[config.mk]
export PLATFORM = sky130hd
export DESIGN_NAME = tio_core_timer_flat
export DESIGN_NICKNAME = d
export VERILOG_FILES = /design/src/verilog/tio_pkg.sv /design/src/verilog/tio_link_if.sv /design/src/verilog/tio_core_timer.sv /design/src/flat_wrapper.sv
export SDC_FILE = /design/constraint.sdc
export NUM_CORES = 1
export LEC_CHECK = 0
export BUFFER_PORTS_ARGS = -buffer_cell sky130_fd_sc_hd__clkbuf_2
export CAP_MARGIN = 30
export CORE_MARGIN = 4
export CORE_UTILIZATION = 57
export CTS_BUF_LIST = sky130_fd_sc_hd__clkbuf_16
export DETAILED_ROUTE_END_ITERATION = 8
export PLACE_DENSITY = 0.82
export SETUP_SLACK_MARGIN = 0.5
export SLEW_MARGIN = 20
export SYNTH_ARGS = -nofsm -noshare
export SYNTH_HDL_FRONTEND = slang
export SYNTH_SLANG_ARGS = --single-unit
[constraint.sdc]
create_clock -name ref_clk -period 2.3 [get_ports ref_clk]
set_input_delay 0.46 -clock ref_clk [delete_from_list [all_inputs] [get_ports ref_clk]]
set_output_delay 0.46 -clock ref_clk [all_outputs]
set_load 0.1 [all_outputs]
[src/verilog/tio_pkg.sv]
// Notes on behaviour
// - Timer output rises when counter equals compare.
// - Output holds until software writes compare.
// - Output pin always equals timer pending bit.
// - Non-external mode: timer fed back on input.
// - Merge by mux or OR, usually input 5.
// - Static select pins name the timer input.
// - External controller ranks timer among sources.
// - External controller drives encoded level on inputs.
// - External mode: core ignores static select pins.
package tio_pkg;

  // ----------------------------------------------------------------
  // Widths
  // ----------------------------------------------------------------
  localparam int unsigned TIO_DATA_W = 32;   // Bus and counter width
  localparam int unsigned TIO_ADDR_W = 5;    // Byte address width
  localparam int unsigned TIO_HWI_N  = 6;    // Hardware interrupt inputs
  localparam int unsigned TIO_SEL_W  = 3;    // Timer input select width

  // ----------------------------------------------------------------
  // Register byte offsets
  // ----------------------------------------------------------------
  localparam logic [4:0] TIO_OFF_COUNT   = 5'h00;  // Free-running counter
  localparam logic [4:0] TIO_OFF_COMPARE = 5'h04;  // Compare, write clears pending
  localparam logic [4:0] TIO_OFF_CAUSE   = 5'h08;  // Cause/status mirror
  localparam logic [4:0] TIO_OFF_STATUS  = 5'h0c;  // Sticky events, read clears
  localparam logic [4:0] TIO_OFF_MASK    = 5'h10;  // Event mask
  localparam logic [4:0] TIO_OFF_CTRL    = 5'h14;  // Control

  // ----------------------------------------------------------------
  // Field positions
  // ----------------------------------------------------------------
  localparam int unsigned TIO_CAUSE_PEND_BIT  = 0;   // Timer pending bit
  localparam int unsigned TIO_CAUSE_TAKEN_BIT = 1;   // Timer seen on inputs
  localparam int unsigned TIO_CAUSE_HWI_LSB   = 8;   // Hardware inputs [13:8]
  localparam int unsigned TIO_CAUSE_SEL_LSB   = 16;  // Select [18:16]
  localparam int unsigned TIO_CAUSE_EIC_BIT   = 20;  // External controller mode
  localparam int unsigned TIO_EV_MATCH_BIT    = 0;   // Event: compare match
  localparam int unsigned TIO_EV_TAKEN_BIT    = 1;   // Event: timer reached core
  localparam int unsigned TIO_EV_N            = 2;   // Number of events
  localparam int unsigned TIO_CTRL_EN_BIT     = 0;   // Counter run enable

  // ----------------------------------------------------------------
  // Reset values and timing
  // ----------------------------------------------------------------
  localparam logic [31:0] TIO_COUNT_RST   = 32'h0000_0000;
  localparam logic [31:0] TIO_COMPARE_RST = 32'hffff_ffff;
  localparam logic [1:0]  TIO_MASK_RST    = 2'h0;
  localparam logic        TIO_CTRL_EN_RST = 1'b1;
  localparam logic [3:0]  TIO_COUNT_DIV   = 4'h2;   // Core cycles per count
  localparam logic [2:0]  TIO_SEL_DEFAULT = 3'h5;   // Customary timer input
  localparam logic [2:0]  TIO_TIMER_LEVEL = 3'h7;   // Timer rank, controller mode

endpackage

[src/verilog/tio_link_if.sv]
`timescale 1ns/100ps
// --------------------------------------------------------------------
// Timer interrupt link between core and system interrupt logic
// --------------------------------------------------------------------
interface tio_link_if;
  import tio_pkg::*;

  logic                 timer_irq_out;                  // Core timer interrupt
  logic [TIO_HWI_N-1:0] hw_irq_in;                      // Hardware inputs or level
  logic [TIO_SEL_W-1:0] timer_irq_input_select;         // Static timer input index
  logic                 external_irq_controller_mode;   // Static mode strap

  // Core end
  modport core (
    output timer_irq_out,
    input  hw_irq_in,
    input  timer_irq_input_select,
    input  external_irq_controller_mode
  );

  // System interrupt logic end
  modport router (
    input  timer_irq_out,
    output hw_irq_in,
    output timer_irq_input_select,
    output external_irq_controller_mode
  );

endinterface

[src/verilog/tio_core_timer.sv]
`timescale 1ns/100ps
// --------------------------------------------------------------------
// Core end: counter, compare, timer interrupt, register slave
// --------------------------------------------------------------------
module tio_core_timer (
  // Clock and reset
  input  wire logic                          ref_clk,
  input  wire logic                          rst_n,
  // Link to system interrupt logic
  tio_link_if.core                           link,
  // Avalon-MM slave
  input  wire logic [tio_pkg::TIO_ADDR_W-1:0] avs_address,
  input  wire logic                          avs_read,
  input  wire logic                          avs_write,
  input  wire logic [tio_pkg::TIO_DATA_W-1:0] avs_writedata,
  output logic      [tio_pkg::TIO_DATA_W-1:0] avs_readdata,
  output logic                               avs_waitrequest,
  // Interrupt to software
  output logic                               irq
);
  import tio_pkg::*;

  // ------------------------------------------------------------------
  // Bus handshake state
  // ------------------------------------------------------------------
  logic                  wait_reg,  wait_next;    // Waitrequest, high at idle
  logic [TIO_DATA_W-1:0] rdata_reg, rdata_next;   // Read data holding flop
  logic                  req;                     // Any request present
  logic                  acc;                     // Request completes this edge
  logic                  wr_acc;                  // Write takes effect
  logic                  rd_acc;                  // Read completes

  // ------------------------------------------------------------------
  // Timer state
  // ------------------------------------------------------------------
  logic [TIO_DATA_W-1:0] count_reg,   count_next;     // Free-running counter
  logic [TIO_DATA_W-1:0] compare_reg, compare_next;   // Compare value
  logic                  pend_reg,    pend_next;      // Timer pending bit
  logic [3:0]            div_reg,     div_next;       // Count rate divider
  logic                  tick;                        // Count enable pulse
  logic                  en_reg,      en_next;        // Counter run enable
  logic                  match;                       // Counter equals compare

  // ------------------------------------------------------------------
  // Feedback and event state
  // ------------------------------------------------------------------
  logic                  taken;                       // Timer seen at the inputs
  logic                  taken_reg,   taken_next;     // Last value of taken
  logic [TIO_EV_N-1:0]   stat_reg,    stat_next;      // Sticky event bits
  logic [TIO_EV_N-1:0]   mask_reg,    mask_next;      // Event mask
  logic [TIO_EV_N-1:0]   ev_set;                      // Events this cycle
  logic                  irq_reg,     irq_next;       // Interrupt output flop

  // Decode a register offset from the byte address
  function automatic logic hit(input logic [TIO_ADDR_W-1:0] a,
                               input logic [4:0]            off);
    return a == off;
  endfunction

  // ------------------------------------------------------------------
  // Request decode
  // ------------------------------------------------------------------
  // A request is answered in the cycle after it appears; the write
  // acts on the edge where the master sees waitrequest low.
  assign req    = avs_read | avs_write;
  assign acc    = req & ~wait_reg;
  assign wr_acc = acc & avs_write;
  assign rd_acc = acc & avs_read;

  // ------------------------------------------------------------------
  // Match and feedback detection
  // ------------------------------------------------------------------
  // Evaluated every core cycle against registered values
  assign match = (count_reg == compare_reg);

  // Divider gives a one-cycle count pulse every TIO_COUNT_DIV cycles
  assign tick  = (div_reg == (TIO_COUNT_DIV - 4'h1));

  // In controller mode the inputs carry a level, so the select pins
  // mean nothing and any nonzero level counts as delivery.
  always_comb begin
    taken = 1'b0;
    if (link.external_irq_controller_mode) begin
      taken = |link.hw_irq_in;
    end else begin
      for (int i = 0; i < TIO_HWI_N; i++) begin
        if (TIO_SEL_W'(i) == link.timer_irq_input_select) begin
          taken = link.hw_irq_in[i] & pend_reg;
        end
      end
    end
  end

  // ------------------------------------------------------------------
  // Timer next values
  // ------------------------------------------------------------------
  always_comb begin
    count_next   = count_reg;
    compare_next = compare_reg;
    pend_next    = pend_reg;
    en_next      = en_reg;
    div_next     = tick ? 4'h0 : div_reg + 4'h1;
    // Counter runs when enabled; software write overrides the step
    if (en_reg && tick) begin
      count_next = count_reg + 32'h0000_0001;
    end
    if (wr_acc && hit(avs_address, TIO_OFF_COUNT)) begin
      count_next = avs_writedata;
    end
    if (wr_acc && hit(avs_address, TIO_OFF_CTRL)) begin
      en_next = avs_writedata[TIO_CTRL_EN_BIT];
    end
    // Pending sets on match, sticks, and falls only on compare write.
    // The compare write wins a tie so software can always retire it.
    if (match) begin
      pend_next = 1'b1;
    end
    if (wr_acc && hit(avs_address, TIO_OFF_COMPARE)) begin
      compare_next = avs_writedata;
      pend_next    = 1'b0;
    end
  end

  // ------------------------------------------------------------------
  // Event, mask and interrupt next values
  // ------------------------------------------------------------------
  always_comb begin
    ev_set                   = '0;
    ev_set[TIO_EV_MATCH_BIT] = match & ~pend_reg;
    ev_set[TIO_EV_TAKEN_BIT] = taken & ~taken_reg;
    taken_next               = taken;
    mask_next                = mask_reg;
    stat_next                = stat_reg;
    if (wr_acc && hit(avs_address, TIO_OFF_MASK)) begin
      mask_next = avs_writedata[TIO_EV_N-1:0];
    end
    // Read clears, but a new event in the same cycle survives
    if (rd_acc && hit(avs_address, TIO_OFF_STATUS)) begin
      stat_next = '0;
    end
    stat_next = stat_next | ev_set;
    irq_next  = |(stat_reg & mask_reg);
  end

  // ------------------------------------------------------------------
  // Bus next values
  // ------------------------------------------------------------------
  always_comb begin
    wait_next  = 1'b1;
    rdata_next = rdata_reg;
    if (req && wait_reg) begin
      // Drop waitrequest for exactly one cycle
      wait_next  = 1'b0;
      rdata_next = '0;
      if (avs_read) begin
        unique case (avs_address)
          TIO_OFF_COUNT:   rdata_next = count_reg;
          TIO_OFF_COMPARE: rdata_next = compare_reg;
          TIO_OFF_CAUSE: begin
            rdata_next[TIO_CAUSE_PEND_BIT]  = pend_reg;
            rdata_next[TIO_CAUSE_TAKEN_BIT] = taken;
            rdata_next[TIO_CAUSE_HWI_LSB +: TIO_HWI_N] = link.hw_irq_in;
            rdata_next[TIO_CAUSE_EIC_BIT]   = link.external_irq_controller_mode;
            // Select reads as zero where it carries no meaning
            if (!link.external_irq_controller_mode) begin
              rdata_next[TIO_CAUSE_SEL_LSB +: TIO_SEL_W] =
                link.timer_irq_input_select;
            end
          end
          TIO_OFF_STATUS:  rdata_next[TIO_EV_N-1:0] = stat_reg;
          TIO_OFF_MASK:    rdata_next[TIO_EV_N-1:0] = mask_reg;
          TIO_OFF_CTRL:    rdata_next[TIO_CTRL_EN_BIT] = en_reg;
          // Unmapped addresses read as zero
          default:         rdata_next = '0;
        endcase
      end
    end
  end

  // ------------------------------------------------------------------
  // Registers
  // ------------------------------------------------------------------
  always_ff @(posedge ref_clk or negedge rst_n) begin
    if (!rst_n) begin
      wait_reg    <= 1'b1;
      rdata_reg   <= '0;
      count_reg   <= TIO_COUNT_RST;
      compare_reg <= TIO_COMPARE_RST;
      pend_reg    <= 1'b0;
      div_reg     <= 4'h0;
      en_reg      <= TIO_CTRL_EN_RST;
      taken_reg   <= 1'b0;
      stat_reg    <= '0;
      mask_reg    <= TIO_MASK_RST;
      irq_reg     <= 1'b0;
    end else begin
      wait_reg    <= wait_next;
      rdata_reg   <= rdata_next;
      count_reg   <= count_next;
      compare_reg <= compare_next;
      pend_reg    <= pend_next;
      div_reg     <= div_next;
      en_reg      <= en_next;
      taken_reg   <= taken_next;
      stat_reg    <= stat_next;
      mask_reg    <= mask_next;
      irq_reg     <= irq_next;
    end
  end

  // ------------------------------------------------------------------
  // Outputs
  // ------------------------------------------------------------------
  // Pin and cause field come from the same flop, so they never differ
  assign link.timer_irq_out = pend_reg;
  assign avs_readdata       = rdata_reg;
  assign avs_waitrequest    = wait_reg;
  assign irq                = irq_reg;

endmodule

[src/flat_wrapper.sv]
// flat-port wrapper written by rule: the top's interface ports become plain ports
module tio_core_timer_flat import tio_pkg::*;
  (ref_clk, rst_n, avs_address, avs_read, avs_write, avs_writedata, avs_readdata, avs_waitrequest, irq, link_timer_irq_out, link_hw_irq_in, link_timer_irq_input_select, link_external_irq_controller_mode);
  tio_link_if link_i ();
  input  wire logic ref_clk;
  input  wire logic rst_n;
  input  wire logic [tio_pkg::TIO_ADDR_W-1:0] avs_address;
  input  wire logic avs_read;
  input  wire logic avs_write;
  input  wire logic [tio_pkg::TIO_DATA_W-1:0] avs_writedata;
  output logic      [tio_pkg::TIO_DATA_W-1:0] avs_readdata;
  output logic avs_waitrequest;
  output logic irq;
  output wire logic [$bits(link_i.timer_irq_out)-1:0] link_timer_irq_out;
  input wire logic [$bits(link_i.hw_irq_in)-1:0] link_hw_irq_in;
  input wire logic [$bits(link_i.timer_irq_input_select)-1:0] link_timer_irq_input_select;
  input wire logic [$bits(link_i.external_irq_controller_mode)-1:0] link_external_irq_controller_mode;
  assign link_timer_irq_out = link_i.timer_irq_out;
  assign link_i.hw_irq_in = link_hw_irq_in;
  assign link_i.timer_irq_input_select = link_timer_irq_input_select;
  assign link_i.external_irq_controller_mode = link_external_irq_controller_mode;
  tio_core_timer u_core (.ref_clk(ref_clk), .rst_n(rst_n), .link(link_i), .avs_address(avs_address), .avs_read(avs_read), .avs_write(avs_write), .avs_writedata(avs_writedata), .avs_readdata(avs_readdata), .avs_waitrequest(avs_waitrequest), .irq(irq));
endmodule
==> metrics.txt <==
die span in y 107.5 µm; clk slew on worst S/H paths 0.07 ns; Std-Cell Rows 36; Post-synth EDFFs 0; Final setup viols 0; fin. max-slew vios 0; Worst-Skew Late Latency 0.35 ns; H-tree level count 3; placed wire-length estimate about 11000 µm; Post-Synthesis Cell Area 5642 µm²; peak supply drop about 0.00045 V; vias per inst 6.141; Distinct cells, synth 55; GR Util All Layers between 20 and 30%; commonest non-fill, non-tap cell in the layout clkbuf_2; mean post-synth cell area between 10 and 15 µm²; Worst path top cell family by delay simple AND/OR/NAND/NOR gates; IO Pins 86; CTS tree yes; Layout area overhead 22.16%; first-pass GRT wire length 24740 µm; Buf/Inv on CP 2; Total Wirelength 16350 µm; Max-cap violations 0; Starting Density 58.26%; most frequent cells in the layout clkbuf_2 (81), nand2_1 (77), dfrtp_1 (69); FMAX 519.9 MHz; Slew HR 58.98%; min Tclk post-route slightly below 2 ns; antenna cells 0; post-route ant nets 0; wire length per cell between 20 and 25 µm; root buf cell clkbuf_16; yosys synthesis warning count 0; overflow left after global routing 0; FF/Latch Area between 2000 and 3000 µm²; Max stage delay on crit path 0.60 ns; GPL Wtd Cong 0.8776; Async SR Flop Fraction between 90% and 100%; via count between 4000 and 5000; vias in the first global route 4745; largest fanout on the critical path 3; largest net degree at the start of global routing 65; RSZ-0062 raised after global routing true; Slowest-stage cell, CP or4b_4; Critical Path AT 2.15 ns; Synth Register Bits 109; status finished, final reports clean; Setup TNS Final 0 ns; Worst setup EP type register; initial antenna violation count 0; multi-input logic area 2770 µm²; dominant synthesized flop cell dfrtp_1; crit path kind register to register; Worst EP required 2.53 ns; 1st-pass router iterations 5; layout cells sized above 1 31.24%; Die Wd 107.5 µm; Post-Synthesis Cells 550; register area share after synthesis 49.10%; slew of the pin with the lowest slew margin 0.6058 ns; synthesized net count 602; worst hold margin 0.3356 ns; crit path cell chain or4b_4 -> nor3_4 -> buf_4 -> buf_6 -> and3_4 -> xnor2_1 -> o21ai_1; port bufs 85; Die ar. 11550 µm²; DRC violations left 0; Pwr Density 854.4 nW/µm²; clock tree sinks 109; fin crit share 83.62%; Num CTS Buffers 9; Post-DP Area 6267 µm²; Final nets 700; startpoint types register; Fin. Hold Viols 0; core area 9684 µm²; fill count 666; Clock Path Buffers 2; HP Class input port to register; Layout Skew 0.01034 ns; final instance area 6892 µm²; Lkg Pwr between 2 and 3 nW; Starting DRT DRC Count 577
-- power breakdown --
| group | total [mW] | internal, mW | switching (mW) |
|---|---|---|---|
| Clock | 1.51 | 0.828 | 0.678 |
| Combinational | 1.57 | 0.648 | 0.926 |
| Sequential | 2.81 | 2.31 | 0.498 |
-- final timing paths --
path / from / end / slack, ns / cells after the start
min in group asynchronous: rst_n / u_core.avs_readdata[4] / 0.46 / 2
max: u_core.div_reg[2] / u_core.count_reg[8] / 0.38 / 7
min reg2reg: u_core.avs_readdata[27] / u_core.avs_readdata[27] / 0.48 / 2
min: avs_writedata[5] / u_core.count_reg[5] / 0.34 / 3
max in group asynchronous: rst_n / u_core.count_reg[7] / 1.09 / 3
max reg2reg: u_core.div_reg[2] / u_core.count_reg[8] / 0.38 / 7
-- layout make-up --
| class | count | area share, % |
|---|---|---|
| Sequential cell | 109 | 40.36 |
| Clock buffer | 9 | 3.268 |
| Tap cell | 133 | 2.415 |
| Inverter | 7 | 0.3813 |
| Timing Repair Buffer | 123 | 12.55 |
| Clock inverter | 7 | 0.8351 |
| Multi-Input combinational cell | 398 | 40.20 |
-- cells in the mapped netlist (2+ instances only) --
cell	number	share of area (%)
o21ai_0	64	5.7
or4_1	4	0.53
nor2_1	16	1.1
nand2_1	79	5.3
xnor2_1	40	6.2
dfrtp_1	75	33
mux2i_1	12	2.1
nor3_1	4	0.35
nor4_1	3	0.33
nand3_1	15	1.3
clkbuf_1	24	1.6
and2_1	2	0.22
buf_6	3	0.60
mux2_2	5	1.0
mux2_1	29	5.8
nand4_1	23	2.6
a21oi_1	12	1.1
xor2_1	24	3.7
nor3_4	2	0.58
or3_1	2	0.22
inv_1	7	0.47
a22o_1	5	0.78
dfstp_2	34	16
nand3b_1	3	0.40
a32o_1	2	0.35
a22oi_1	21	2.8
buf_2	8	0.71
and3_1	5	0.55
-- metrics by stage --
| step | setup WS, ns | cells | power (mW) | utilization, % |
|---|---|---|---|---|
| 6_report | 0.3767 | 786 | 5.888 | 71.16 |
| 5_1_grt | 0.3332 | 786 | 6.132 | 71.16 |
| 4_1_cts | 0.3638 | 775 | 5.720 | 69.04 |
| 3_5_place_dp | 0.1399 | 749 | 4.196 | 64.72 |
| 3_3_place_gp | 0.2053 | 749 | 4.130 | 64.72 |
| 2_1_floorplan | 0.2607 | 550 | 3.723 | - |
-- cell families (layout without fill, tap and decap cells) --
logic type | count (synthesis) | count (layout) | share of synthesized area, %
AO/OA/AOI/OAI | 113 | 113 | 11.91
AND/OR/NAND/NOR | 173 | 173 | 16.01
flip-flops | 109 | 109 | 49.10
buffers and inverters | 43 | 146 | 3.504
adder cells (fa/ha/maj) | 1 | 1 | 0.2217
multiplexers | 47 | 47 | 9.315
XOR/XNOR | 64 | 64 | 9.936
-- worst reg2reg max path: stages (launching register included) --
cell     delay (ns)
dfrtp_1        0.39
or4b_4         0.60
nor3_4         0.20
buf_4          0.15
buf_6          0.09
and3_4         0.17
xnor2_1        0.11
o21ai_1        0.08
-- per-layer routing --
layer	global-route usage, %	up-vias	share of wire (%)
li1	-	2145	-
met1	37.07	2313	39
met2	43.65	317	47
met3	6.299	52	10
met4	14.52	0	3.4
met5	0	-	0
-- what timing repair did --
item | in CTS | in global routing
endpoints found under the setup margin | 30 | 53
hold buffers | 1 | 0
gates cloned | 1 | 2
buffers inserted | 8 | 9
gates resized for setup | 7 | 47
pin swaps | 3 | 9
endpoints found under the hold margin | 1 | 0
Power figures use the tool's default switching activity.
